`src/include/pio_pkg.sv`:
```
// Constants, register map and carrier types for the programmable I/O port logic.
// Assumes one system clock; the processor register window and pads sit outside.
// Summary of operation
// Output mux picks data-out, address, peripheral, macrocell
// Source set by configuration plus control bit
// Readback returns one source per register read
// Output enable is array term OR direction
// Without other uses direction alone sets enable
// Pin feeds data-in and input macrocell path
// Macrocell groups and chip-selects limited per port
// Address on A/B, peripheral on A only
// Port C pins 0,1,5,6 reserved for JTAG
// Software activates address and peripheral modes
// Peripheral mode enabled by control bit 7
// Direction ignored on macrocell-driven pins
// Direction 1 is output, 0 is input
// Direction changes take effect at any time
// Inputs and outputs mix within one port
// Data-in reads pin levels at fixed offsets
// Data-in bits without pins are unreliable
// Data-out drives pin level, resets to zero
// Programming status on C3, error on C4
// Small package lacks port A and D2
// Direction registers reset to zero
// Data-out writes ignored on logic-array outputs
// Inactive enable floats pin, input keeps sampling
package pio_pkg;

  localparam int NPORT = 4;
  localparam int PW    = 8;

  // Register offsets per port, index 0..3 is port A..D
  localparam logic [3:0][7:0] DIN_OFS  = {8'h11, 8'h10, 8'h01, 8'h00};
  localparam logic [3:0][7:0] DOUT_OFS = {8'h13, 8'h12, 8'h05, 8'h04};
  localparam logic [3:0][7:0] DIR_OFS  = {8'h15, 8'h14, 8'h07, 8'h06};
  localparam logic [3:0][7:0] DRV_OFS  = {8'h17, 8'h16, 8'h09, 8'h08};
  localparam logic [3:0][7:0] OEN_OFS  = {8'h1b, 8'h1a, 8'h0d, 8'h0c};
  localparam logic [7:0]      CTRL_A_OFS = 8'h02;
  localparam logic [7:0]      CTRL_B_OFS = 8'h03;
  localparam logic [7:0]      MMC_OFS    = 8'h1e;
  localparam int              PERIPHERAL_IO_ENABLE_BIT = 7;
  localparam logic [7:0]      RST_BYTE   = 8'h00;

  // Which pins exist and which sources may reach them
  localparam logic [3:0][7:0] PRESENT  = {8'h06, 8'h9c, 8'hff, 8'hff};
  localparam logic [3:0][7:0] OMC_OK   = {8'h00, 8'h9c, 8'hff, 8'hff};
  localparam logic [3:0][7:0] CS_OK    = {8'h06, 8'h00, 8'h00, 8'h00};
  localparam logic [3:0][7:0] LATCH_OK = {8'h00, 8'h00, 8'hff, 8'hff};
  localparam logic [3:0][7:0] PIO_OK   = {8'h00, 8'h00, 8'h00, 8'hff};
  localparam logic [3:0][7:0] SMALL_ABSENT = {8'h04, 8'h00, 8'h00, 8'hff};
  localparam int              ISP_STAT_BIT = 3;
  localparam int              ISP_ERR_BIT  = 4;

  // Processor register window request
  typedef struct packed {
    logic [7:0] addr;
    logic [7:0] wdata;
    logic       wr;
    logic       rd;
  } pio_bus_s;

  // Programmed (non-volatile) configuration of one pin
  typedef struct packed {
    logic pld_out;
    logic latch;
    logic pio;
  } pio_pin_cfg_s;

  // Candidate sources for one pin
  typedef struct packed {
    logic output_macrocell;
    logic addr;
    logic pio;
    logic dout;
    logic dir;
    logic arr_oe;
  } pio_src_s;

endpackage

```
`src/pio_sync3.sv`:
```
// Three-stage pin input synchroniser with agreement filter.
// Assumes asynchronous pad inputs and one system clock with enable.
`timescale 1ns/1ps
module pio_sync3 #(
  parameter int W = 8
) (
  input  wire logic         sys_clk_in,
  input  wire logic         rst_in,
  input  wire logic         ce_in,
  input  wire logic [W-1:0] async_in,
  output logic      [W-1:0] level_out
);
  typedef struct packed {
    logic [W-1:0] s1;
    logic [W-1:0] s2;
    logic [W-1:0] s3;
    logic [W-1:0] lvl;
  } pio_sync_s;

  pio_sync_s st_q;
  pio_sync_s st_d;

  // A change counts only once stages two and three agree
  always_comb begin
    st_d    = st_q;
    st_d.s1 = async_in;
    st_d.s2 = st_q.s1;
    st_d.s3 = st_q.s2;
    for (int i = 0; i < W; i++) begin
      if (st_q.s2[i] == st_q.s3[i]) begin
        st_d.lvl[i] = st_q.s3[i];
      end
    end
  end

  always_ff @(posedge sys_clk_in or posedge rst_in) begin
    if (rst_in) begin
      st_q <= '0;
    end else if (ce_in) begin
      st_q <= st_d;
    end
  end

  assign level_out = st_q.lvl;
endmodule // pio_sync3

```
`src/pio_pin_mux.sv`:
```
// Output source mux and output enable for one port pin.
// Assumes permission bits already folded with the port's fixed capabilities.
`timescale 1ns/1ps
module pio_pin_mux
  import pio_pkg::*;
(
  input  wire pio_pin_cfg_s cfg_in,
  input  wire pio_src_s     src_in,
  input  wire logic         ctrl_in,
  input  wire logic         peripheral_io_enable_in,
  input  wire logic         present_in,
  output logic              drv_out,
  output logic              oe_out
);
  // Macrocell output wins; direction and data-out have no say there
  always_comb begin
    drv_out = src_in.dout;
    oe_out  = src_in.arr_oe | src_in.dir;
    if (cfg_in.pld_out) begin
      drv_out = src_in.output_macrocell;
      oe_out  = src_in.arr_oe;
    end else if (cfg_in.latch && ctrl_in) begin
      drv_out = src_in.addr;
    end else if (cfg_in.pio && peripheral_io_enable_in) begin
      drv_out = src_in.pio;
    end
    if (!present_in) begin
      drv_out = 1'b0;
      oe_out  = 1'b0;
    end
  end
endmodule // pio_pin_mux

```
`src/pio_port_top.sv`:
```
// Programmable I/O port logic: four ports, register window, pin muxing.
// Assumes a processor register strobe interface, logic-array sources on the
// same clock, and pads that resolve pin level from pin_out and pin_oe_out.
`timescale 1ns/1ps
module pio_port_top
  import pio_pkg::*;
#(
  parameter bit SMALL_PKG = 1'b0
) (
  input  wire logic                          sys_clk_in,
  input  wire logic                          rst_in,
  input  wire logic                          ce_in,
  input  wire pio_bus_s                      bus_in,
  output logic      [7:0]                    rdata_out,
  input  wire logic [NPORT-1:0][PW-1:0]      pin_in,
  output logic      [NPORT-1:0][PW-1:0]      pin_out,
  output logic      [NPORT-1:0][PW-1:0]      pin_oe_out,
  output logic      [NPORT-1:0][PW-1:0]      imc_out,
  output logic      [NPORT-1:0][PW-1:0]      drive_sel_out,
  output logic                               peripheral_io_enable_out,
  input  wire pio_pin_cfg_s [NPORT-1:0][PW-1:0] cfg_in,
  input  wire logic [NPORT-1:0][PW-1:0]      array_oe_in,
  input  wire logic [PW-1:0]                 macrocell_group_ab_in,
  input  wire logic [PW-1:0]                 macrocell_group_bc_in,
  input  wire logic [PW-1:0]                 port_b_use_bc_in,
  input  wire logic [PW-1:0]                 ext_chip_select_in,
  input  wire logic [15:0]                   latched_addr_in,
  input  wire logic                          port_b_addr_hi_in,
  input  wire logic [PW-1:0]                 pio_data_in,
  input  wire logic                          isp_status_cfg_in,
  input  wire logic                          isp_status_in,
  input  wire logic                          isp_error_in
);

  // Whole register state of the block
  typedef struct packed {
    logic [NPORT-1:0][PW-1:0] dout;
    logic [NPORT-1:0][PW-1:0] dir;
    logic [NPORT-1:0][PW-1:0] drv;
    logic [PW-1:0]            ctrl_a;
    logic [PW-1:0]            ctrl_b;
    logic [PW-1:0]            mmc;
    logic [7:0]               rdata;
    logic [NPORT-1:0][PW-1:0] pin;
    logic [NPORT-1:0][PW-1:0] oe;
    logic [NPORT-1:0][PW-1:0] input_macrocell;
  } pio_state_s;

  pio_state_s st_q;
  pio_state_s st_d;

  logic [NPORT-1:0][PW-1:0] pin_lvl;
  logic [NPORT-1:0][PW-1:0] mux_drv;
  logic [NPORT-1:0][PW-1:0] mux_oe;
  logic [NPORT-1:0][PW-1:0] usable;
  logic [NPORT-1:0][PW-1:0] ctrl_bits;

  // Pad levels are asynchronous; filter before any use
  pio_sync3 #(
    .W (NPORT*PW)
  ) u_sync (
    .sys_clk_in (sys_clk_in),
    .rst_in     (rst_in),
    .ce_in      (ce_in),
    .async_in   (pin_in),
    .level_out  (pin_lvl)
  );

  // Pins that exist on this package and are not JTAG
  always_comb begin
    for (int p = 0; p < NPORT; p++) begin
      usable[p] = PRESENT[p];
      if (SMALL_PKG) begin
        usable[p] = PRESENT[p] & ~SMALL_ABSENT[p];
      end
    end
    ctrl_bits    = '0;
    ctrl_bits[0] = st_q.ctrl_a;
    ctrl_bits[1] = st_q.ctrl_b;
  end

  // One mux per pin; capabilities fold into the config per port
  for (genvar p = 0; p < NPORT; p++) begin : g_port
    for (genvar b = 0; b < PW; b++) begin : g_pin
      pio_pin_cfg_s cfg_eff;
      pio_src_s     src;
      logic         omc_src;
      logic         addr_src;

      // Group AB to A/B, group BC to B/C, chip-selects to D only
      always_comb begin
        omc_src = 1'b0;
        if (p == 0) begin
          omc_src = macrocell_group_ab_in[b];
        end else if (p == 1) begin
          omc_src = port_b_use_bc_in[b] ? macrocell_group_bc_in[b] : macrocell_group_ab_in[b];
        end else if (p == 2) begin
          omc_src = macrocell_group_bc_in[b];
        end else begin
          omc_src = ext_chip_select_in[b];
        end
        if (p == 2 && isp_status_cfg_in && b == ISP_STAT_BIT) begin
          omc_src = isp_status_in;
        end
        if (p == 2 && isp_status_cfg_in && b == ISP_ERR_BIT) begin
          omc_src = isp_error_in;
        end
        addr_src = latched_addr_in[b];
        if (p == 1 && port_b_addr_hi_in) begin
          addr_src = latched_addr_in[b+8];
        end
      end

      // Modes a port lacks are masked off whatever was programmed
      always_comb begin
        cfg_eff.pld_out = (cfg_in[p][b].pld_out & (OMC_OK[p][b] | CS_OK[p][b]))
                        | (p == 2 && isp_status_cfg_in && (b == ISP_STAT_BIT || b == ISP_ERR_BIT));
        cfg_eff.latch   = cfg_in[p][b].latch & LATCH_OK[p][b];
        cfg_eff.pio     = cfg_in[p][b].pio & PIO_OK[p][b];
        src.output_macrocell    = omc_src;
        src.addr   = addr_src;
        src.pio    = pio_data_in[b];
        src.dout   = st_q.dout[p][b];
        src.dir    = st_q.dir[p][b];
        src.arr_oe = array_oe_in[p][b];
      end

      pio_pin_mux u_mux (
        .cfg_in     (cfg_eff),
        .src_in     (src),
        .ctrl_in    (ctrl_bits[p][b]),
        .peripheral_io_enable_in  (st_q.mmc[PERIPHERAL_IO_ENABLE_BIT]),
        .present_in (usable[p][b]),
        .drv_out    (mux_drv[p][b]),
        .oe_out     (mux_oe[p][b])
      );
    end
  end

  // Register writes, readback and registered pad drive
  always_comb begin
    st_d = st_q;
    // Writes; bits behind missing pins simply hold zero
    if (bus_in.wr) begin
      for (int p = 0; p < NPORT; p++) begin
        if (bus_in.addr == DOUT_OFS[p]) begin
          st_d.dout[p] = bus_in.wdata & usable[p];
        end
        if (bus_in.addr == DIR_OFS[p]) begin
          st_d.dir[p] = bus_in.wdata & usable[p];
        end
        if (bus_in.addr == DRV_OFS[p]) begin
          st_d.drv[p] = bus_in.wdata & usable[p];
        end
      end
      if (bus_in.addr == CTRL_A_OFS && usable[0] != '0) begin
        st_d.ctrl_a = bus_in.wdata;
      end
      if (bus_in.addr == CTRL_B_OFS) begin
        st_d.ctrl_b = bus_in.wdata;
      end
      if (bus_in.addr == MMC_OFS) begin
        st_d.mmc = bus_in.wdata;
      end
    end
    // Exactly one source reaches the read data per access
    if (bus_in.rd) begin
      st_d.rdata = RST_BYTE;
      for (int p = 0; p < NPORT; p++) begin
        if (bus_in.addr == DIN_OFS[p]) begin
          st_d.rdata = pin_lvl[p] & usable[p];
        end else if (bus_in.addr == DOUT_OFS[p]) begin
          st_d.rdata = st_q.dout[p];
        end else if (bus_in.addr == DIR_OFS[p]) begin
          st_d.rdata = st_q.dir[p];
        end else if (bus_in.addr == DRV_OFS[p]) begin
          st_d.rdata = st_q.drv[p];
        end else if (bus_in.addr == OEN_OFS[p]) begin
          st_d.rdata = st_q.oe[p];
        end
      end
      if (bus_in.addr == CTRL_A_OFS) begin
        st_d.rdata = st_q.ctrl_a;
      end else if (bus_in.addr == CTRL_B_OFS) begin
        st_d.rdata = st_q.ctrl_b;
      end else if (bus_in.addr == MMC_OFS) begin
        st_d.rdata = st_q.mmc;
      end
    end
    // Pads see one register stage so every output is a flop
    st_d.pin = mux_drv;
    st_d.oe  = mux_oe;
    st_d.input_macrocell = pin_lvl & usable;
  end

  // Direction and data-out come up as zero: all pins float
  always_ff @(posedge sys_clk_in or posedge rst_in) begin
    if (rst_in) begin
      st_q <= '0;
    end else if (ce_in) begin
      st_q <= st_d;
    end
  end

  assign rdata_out                = st_q.rdata;
  assign pin_out                  = st_q.pin;
  assign pin_oe_out               = st_q.oe;
  assign imc_out                  = st_q.input_macrocell;
  assign drive_sel_out            = st_q.drv;
  assign peripheral_io_enable_out = st_q.mmc[PERIPHERAL_IO_ENABLE_BIT];
endmodule // pio_port_top

```
`config.mk`:
```
export PLATFORM = sky130hd
export DESIGN_NAME = pio_port_top
export DESIGN_NICKNAME = d
export VERILOG_FILES = /design/src/include/pio_pkg.sv /design/src/pio_sync3.sv /design/src/pio_pin_mux.sv /design/src/pio_port_top.sv
export SDC_FILE = /design/constraint.sdc
export NUM_CORES = 1
export LEC_CHECK = 0
export ABC_AREA = 1
export BUFFER_PORTS_ARGS = -buffer_cell sky130_fd_sc_hd__buf_2
export CORE_MARGIN = 3
export CORE_UTILIZATION = 54
export CTS_BUF_LIST = sky130_fd_sc_hd__clkbuf_2 sky130_fd_sc_hd__clkbuf_4 sky130_fd_sc_hd__clkbuf_8
export CTS_CLUSTER_SIZE = 30
export DETAILED_ROUTE_END_ITERATION = 7
export PLACE_DENSITY = 0.86
export REMOVE_ABC_BUFFERS = 1
export SLEW_MARGIN = 20
export SYNTH_ARGS = -nofsm -noshare
export SYNTH_HDL_FRONTEND = slang
export SYNTH_SLANG_ARGS = --single-unit
```
`constraint.sdc`:
```
create_clock -name sys_clk_in -period 9.7 [get_ports sys_clk_in]
set_clock_uncertainty 0.2 [all_clocks]
set_input_delay 1.94 -clock sys_clk_in [delete_from_list [all_inputs] [get_ports sys_clk_in]]
set_output_delay 1.94 -clock sys_clk_in [all_outputs]
set_load 0.05 [all_outputs]
```
==> results of run 1 <==
[power groups by stage]
stage / combinational (mW) / sequential [mW] / clock [mW]
6_report: 0.441 / 1.22 / 1.05
5_1_grt: 0.481 / 1.23 / 1.12
4_1_cts: 0.444 / 1.22 / 1.07
3_5_place_dp: 0.442 / 1.24 / 0
3_3_place_gp: 0.431 / 1.23 / 0
2_1_floorplan: 0.166 / 1.36 / 0
[worst max-delay path: stages]
cell and delay [ps]:
buf_4 390, buf_4 690, nand2_1 120, inv_1 420, nand4_1 720, o21ai_0 400
[worst max-delay path by stage]
stage | startpoint | to | slack [ps] | cells after the start
after detailed placement | ce_in | drive_sel_out[10]$_DFFE_PP0P_ | 4690 | 6
after floorplan | rst_in | ctrl_bits[0]$_DFFE_PP0P_ | 630 | 1
final | ce_in | drive_sel_out[8]$_DFFE_PP0P_ | 5220 | 6
after global placement | ce_in | drive_sel_out[10]$_DFFE_PP0P_ | 4780 | 6
after global routing | ce_in | drive_sel_out[9]$_DFFE_PP0P_ | 4920 | 7
after CTS | ce_in | drive_sel_out[8]$_DFFE_PP0P_ | 5260 | 6
[routing by layer]
metal | vias to the layer above | GRT usage, % | share of wire (%)
met5 | - | 0 | 0.17
met4 | 10 | 10.7 | 3.5
met3 | 87 | 7.51 | 9.3
met2 | 508 | 47.1 | 48
met1 | 5058 | 35.9 | 39
li1 | 5143 | - | -
[through the flow]
stage / hold slack (ps) / area (µm²) / instances
floorplan: 242 / 11300 / 1393
global placement: 252 / 13000 / 1938
detailed placement: 256 / 13000 / 1938
CTS: 270 / 13900 / 2011
global route: 292 / 13900 / 2014
finish: 268 / 13900 / 2014
[cells in the mapped netlist, types with 4 or more instances]
library cell | number | share of area, %
o211ai_1 | 24 | 1.5
inv_2 | 6 | 0.18
nand2_1 | 500 | 15
nand3_1 | 28 | 1.1
nor2_1 | 93 | 2.8
o21ai_1 | 8 | 0.32
nor3_1 | 4 | 0.16
buf_4 | 136 | 8.3
nand2_2 | 6 | 0.30
a21oi_1 | 76 | 3.1
dfrtp_1 | 252 | 51
a31oi_1 | 8 | 0.41
clkbuf_1 | 43 | 1.3
o21ai_0 | 201 | 8.2
buf_1 | 4 | 0.12
nor2_2 | 7 | 0.35
nand4_1 | 21 | 1.1
inv_1 | 100 | 3.0
[state kept, by name, indices dropped and copies added (netlist names)]
register                  flops
st_q                          7
pin_oe_out                   22
peripheral_io_enable_out      1
u_sync.st_d                  44
drive_sel_out                22
rdata_out                     8
ctrl_bits                    16
pin_out                      22
g_port.g_pin.src             44
u_sync.level_out             22
imc_out                      22
u_sync.st_q                  22
[kinds of logic after synthesis]
| logic type | after synthesis | share of synthesized area (%) |
|---|---|---|
| other cells | 1 | 0.0304 |
| flops | 252 | 51.1 |
| simple gates | 667 | 21.7 |
| buf+inv | 293 | 13.1 |
| compound gates | 326 | 14.0 |
| mux | 1 | 0.0811 |
[final cells by class]
type | instances | area [µm²]
diodes | 3 | 7.51
clock buffers | 63 | 823
clock inverters | 10 | 128
fillers | 1914 | 8230
inverters | 107 | 417
multi-input cells | 1034 | 4560
flip-flops and latches | 252 | 6310
well taps | 280 | 350
repair buffers | 265 | 1340
==> metrics.md, run 1 <==
| Metric | Value |
|---|---|
| Run status | complete, no violations |
| Fin. max-slew vios | 0 |
| Setup Fix Bufs, Post-CTS | 0 |
| Clk buf depth | 3 |
| Number of routed nets with antenna violations | 0 |
| Die area | around 0.025 mm² |
| Ys async rst share | 100% |
| Endpoint, Worst Hold | imc_out[7]$_DFFE_PP0P_ |
| Clock network power share | about two fifths |
| Detail-routed via count per cell | around 5.4 |
| Nets@finish | between 1.5k and 2k |
| Final Setup Violations | 0 |
| Leakage dissipation | 7.30 nW |
| First-pass DRT Iterations | 5 |
| Global route overflow | 0 |
| DRT iter0 DRCs | slightly above 1k |
| R2r endpoint | rdata_out[1]$_DFFE_PP0P_ |
| H-tree Lvls | 2 |
| Most frequent cells in the layout | 500 x nand2_1, 260 x buf_2, 252 x dfrtp_1 |
| Flop-to-flop setup slack | approximately 7700 ps |
| IR Drop Worst-Case VDD | 0.000118 V |
| Final Util | between 60% and 70% |
| Core Area | 0.0222 mm² |
| YS warnings | 0 |
| Most common cell after layout, fill and taps aside | nand2_1 |
| Worst-Margin Slew | slightly above 900 ps |
| RSZ-0062 raised after global routing | no |
| Largest net degree at the start of global routing | between 100 and 150 |
| Tcrit/Tclk final | 46.1% |
| Tmin final | approximately 4500 ps |
| Routed wire per std cell | roughly 18 µm |
| Startpoint types | input pin |
| Worst min path class | reg -> reg |
| Final WL | ~36000 µm |
| Worst setup path category | in -> reg |
| Die W | ~160 µm |
| Post-synth EDFFs | 0 |
| Setup crit end kind | flip-flop |
| Worst Setup Slack post-DPL | between 4000 and 5000 ps |
| DRC errors left | 0 |
| Layout cells sized above 1 | a little over a fifth |
| Clk slew on worst S/H paths | 60 ps |
| Max-cap viol count | 0 |
| I/O Pins | between 300 and 400 |
| Hold wc startpoint | imc_out[7]$_DFFE_PP0P_ |
| Post-DP HPWL | 26000 µm |
| Total number of vias | approximately 11k |
| Sw frac | 31.0% |
| Synth unique cells | 31 |
| Int Pwr | between 1.5 and 2 mW |
| Layout area overhead | 12.9% |
| Clk root buf | clkbuf_8 |
| Total track usage | between 20% and 30% |
| Avg Cell Area, Syn | between 8 and 9 µm² |
| Placer congestion estimate | between 0.9 and 1 |
| Sequential area share after synthesis | approximately half |
| # rows | 54 |
| Hold-fix buffers, CTS | 0 |
| Logic pwr share | between 15 and 20% |
| Resized Gates After CTS | 0 |
| Arr. time, crit path | approximately 4700 ps |
| Tot Pwr | about 2.7 mW |
| Initial antenna violation count | 8 |
| Clk Latency, worst-skew pair | approximately 540 ps |
| Ys flop type | dfrtp_1 |
| Hold Violations, Final | 0 |
| R2r startpoint | pin_oe_out[1]$_DFFE_PP0P_ |
| Rel. slew slack | between 30% and 40% |
| R2R depth | 12 |
| CTS tree | built |
| Post-route setup slack | between 5000 and 6000 ps |
| Seq cells post-synth | 252 |
| CTS Buf Count | 42 |
| Vias in the first global route | 10.2k |
| WHS Path Cells | 2 |
| Mapped Area | between 0.01 and 0.015 mm² |
| Critical Path RT | ~10000 ps |
| Port bufs | about 260 |
| Setup TNS | 0 ps |
| Power density cells | 195 mW/mm² |
| First-pass GRT wire length | between 50000 and 60000 µm |
| Height of the die | about 160 µm |
| CP Max Fanout | 77 |
| Cell count after synthesis | between 1.5k and 2k |
| NetSw | ~0.84 mW |
| Fmax | ~0.22 GHz |
| Sequential share of power | approximately 45% |
| CTS sink cnt | between 200 and 300 |
| Initial core utilization | approximately 56% |
Note: power is estimated with default switching activity, not from simulation.
==> run 2, diff against run 1 <==
- CORE_UTILIZATION: 54 -> 48
- PLACE_DENSITY: 0.86 -> 0.81
- clock period: 9.7 -> 3.76 ns (I/O delays scaled with it)
==> run 2 against run 1 <==
Against the previous run: critical path depth decreased by 5; worst setup slack got worse by 4100 ps; final area increased by 0.45%; global-route usage decreased by 2.8 points; largest power group unchanged.
==> metrics.md, run 2 (same netlist as run 1, synthesis figures left out) <==
| Metric | Value |
|---|---|
| DRC errors left | 0 |
| Setup Fix Bufs, Post-CTS | 0 |
| Setup crit end kind | output port |
| Vias in the first global route | just over 10k |
| Tmin final | 2600 ps |
| Die W | 166 µm |
| Die area | 0.0277 mm² |
| CP Cell Sequence | buf_2 |
| Clk root buf | clkbuf_8 |
| Leakage dissipation | ~7.3 nW |
| H-tree Lvls | 2 |
| Reg area | between 0.006 and 0.007 mm² |
| Final Non-Filler Cells | between 2k and 2.5k |
| Initial antenna violation count | 2 |
| Rel. slew slack | around half |
| CTS tree | built |
| # rows | 58 |
| Worst Setup Slack post-DPL | roughly 750 ps |
| RSZ-0062 raised after global routing | no |
| Tot Pwr | between 6 and 7 mW |
| Power density cells | about 480 mW/mm² |
| Post-route setup slack | roughly 1200 ps |
| Setup TNS | 0 ps |
| Fillers | 2342 |
| Final non-filler cell area | roughly 0.014 mm² |
| Buf/Inv on CP | 1 |
| Worst setup path category | reg -> out |
| Area of the multi-input gates | roughly 0.0046 mm² |
| Most frequent cells in the layout | 500 x nand2_1, 260 x buf_2, 252 x dfrtp_1 |
| Final WL | 36300 µm |
| CP Max Fanout | 7 |
| Critical Path RT | 2810 ps |
| Layout cells sized above 1 | a little over a fifth |
| Global route overflow | 0 |
| Fmax | roughly 0.38 GHz |
| CP Launch Point | peripheral_io_enable_out$_DFFE_PP0P_ |
| Layout area overhead | 13.4% |
| R2R depth | 6 |
| WHS | about 160 ps |
| R2r endpoint | pin_out[1]$_DFFE_PP0P_ |
| Max-cap viol count | 0 |
| CTS sink cnt | approximately 250 |
| Clk buf depth | 3 |
| Diodes inserted | 0 |
| Hold Violations, Final | 0 |
| Arr. time, crit path | roughly 1700 ps |
| Startpoint types | flip-flop |
| Placed Area | about 0.013 mm² |
| Number of routed nets with antenna violations | 0 |
| Fin. max-slew vios | 0 |
| First-pass GRT wire length | 56000 µm |
| DRT iter0 DRCs | 931 |
| Worst min path class | in -> async |
| Post-DP HPWL | 26900 µm |
| Nets@finish | 1953 |
| Core Area | 0.0253 mm² |
| IR Drop Worst-Case VDD | just over 0.0003 V |
| Worst-Margin Slew | between 700 and 800 ps |
| Setup crit end | peripheral_io_enable_out |
| Most common cell after layout, fill and taps aside | nand2_1 |
| Resized Gates After CTS | 0 |
| Cells after DPL | between 1.5k and 2k |
| First-pass DRT Iterations | 5 |
| Height of the die | approximately 170 µm |
| Total track usage | between 20% and 30% |
| Final Setup Violations | 0 |
| Max incr delay on CP | approximately 730 ps |
| I/O Pins | between 300 and 400 |
| Crit path depth | 1 |
| Clk Latency, worst-skew pair | 540 ps |
| Port bufs | approximately 260 |
| Final Util | a little under three fifths |
| Flop-to-flop setup slack | 1700 ps |
| Placer congestion estimate | slightly above 0.9 |
| Tcrit/Tclk final | approximately 69% |
| CTS Buf Count | 42 |
| Slowest CP cell | dfrtp_1 |
| Total number of vias | between 10k and 15k |
| Crit path max-delay family | flip-flops |
| Hold-fix buffers, CTS | 0 |
| Largest net degree at the start of global routing | ~100 |
| Routed wire per std cell | ~18 µm |
| Run status | complete, no violations |
| Clk slew on worst S/H paths | approximately 60 ps |
| Initial core utilization | between 40% and 50% |
| R2r startpoint | peripheral_io_enable_out$_DFFE_PP0P_ |
| Detail-routed via count per cell | between 5 and 6 |
run 2: worst min-delay path by stage:
stage / start / end / depth (start not counted)
2_1_floorplan: u_sync.st_q[47]$_DFFE_PP0P_ / u_sync.st_q[47]$_DFFE_PP0P_ / 2
3_3_place_gp: imc_out[7]$_DFFE_PP0P_ / imc_out[7]$_DFFE_PP0P_ / 2
3_5_place_dp: imc_out[1]$_DFFE_PP0P_ / imc_out[1]$_DFFE_PP0P_ / 2
4_1_cts: rst_in / imc_out[26]$_DFFE_PP0P_ / 2
5_1_grt: rst_in / imc_out[26]$_DFFE_PP0P_ / 2
6_report: rst_in / imc_out[26]$_DFFE_PP0P_ / 2
run 2: area by class of cell:
cell class	instances	share of cell area (%)
Sequential cell	252	45.1
Multi-Input combinational cell	1034	32.6
Timing Repair Buffer	275	10.5
Clock buffer	61	5.51
Inverter	107	2.98
Tap cell	330	2.95
Clock inverter	7	0.447
run 2: per-layer routing:
layer	wire length [µm]	global-route usage (%)	share of wire [%]	vias to the layer above
li1	-	-	-	5165
met5	27	0	0.074	-
met4	1240	9.36	3.4	4
met3	3260	6.62	9.0	74
met1	14900	34.1	41	5004
met2	16900	40.9	46	474
run 2: power breakdown:
group | switching (mW) | internal, mW
registers | 0.193 | 2.96
logic | 0.872 | 0.279
clock network | 1.08 | 1.37
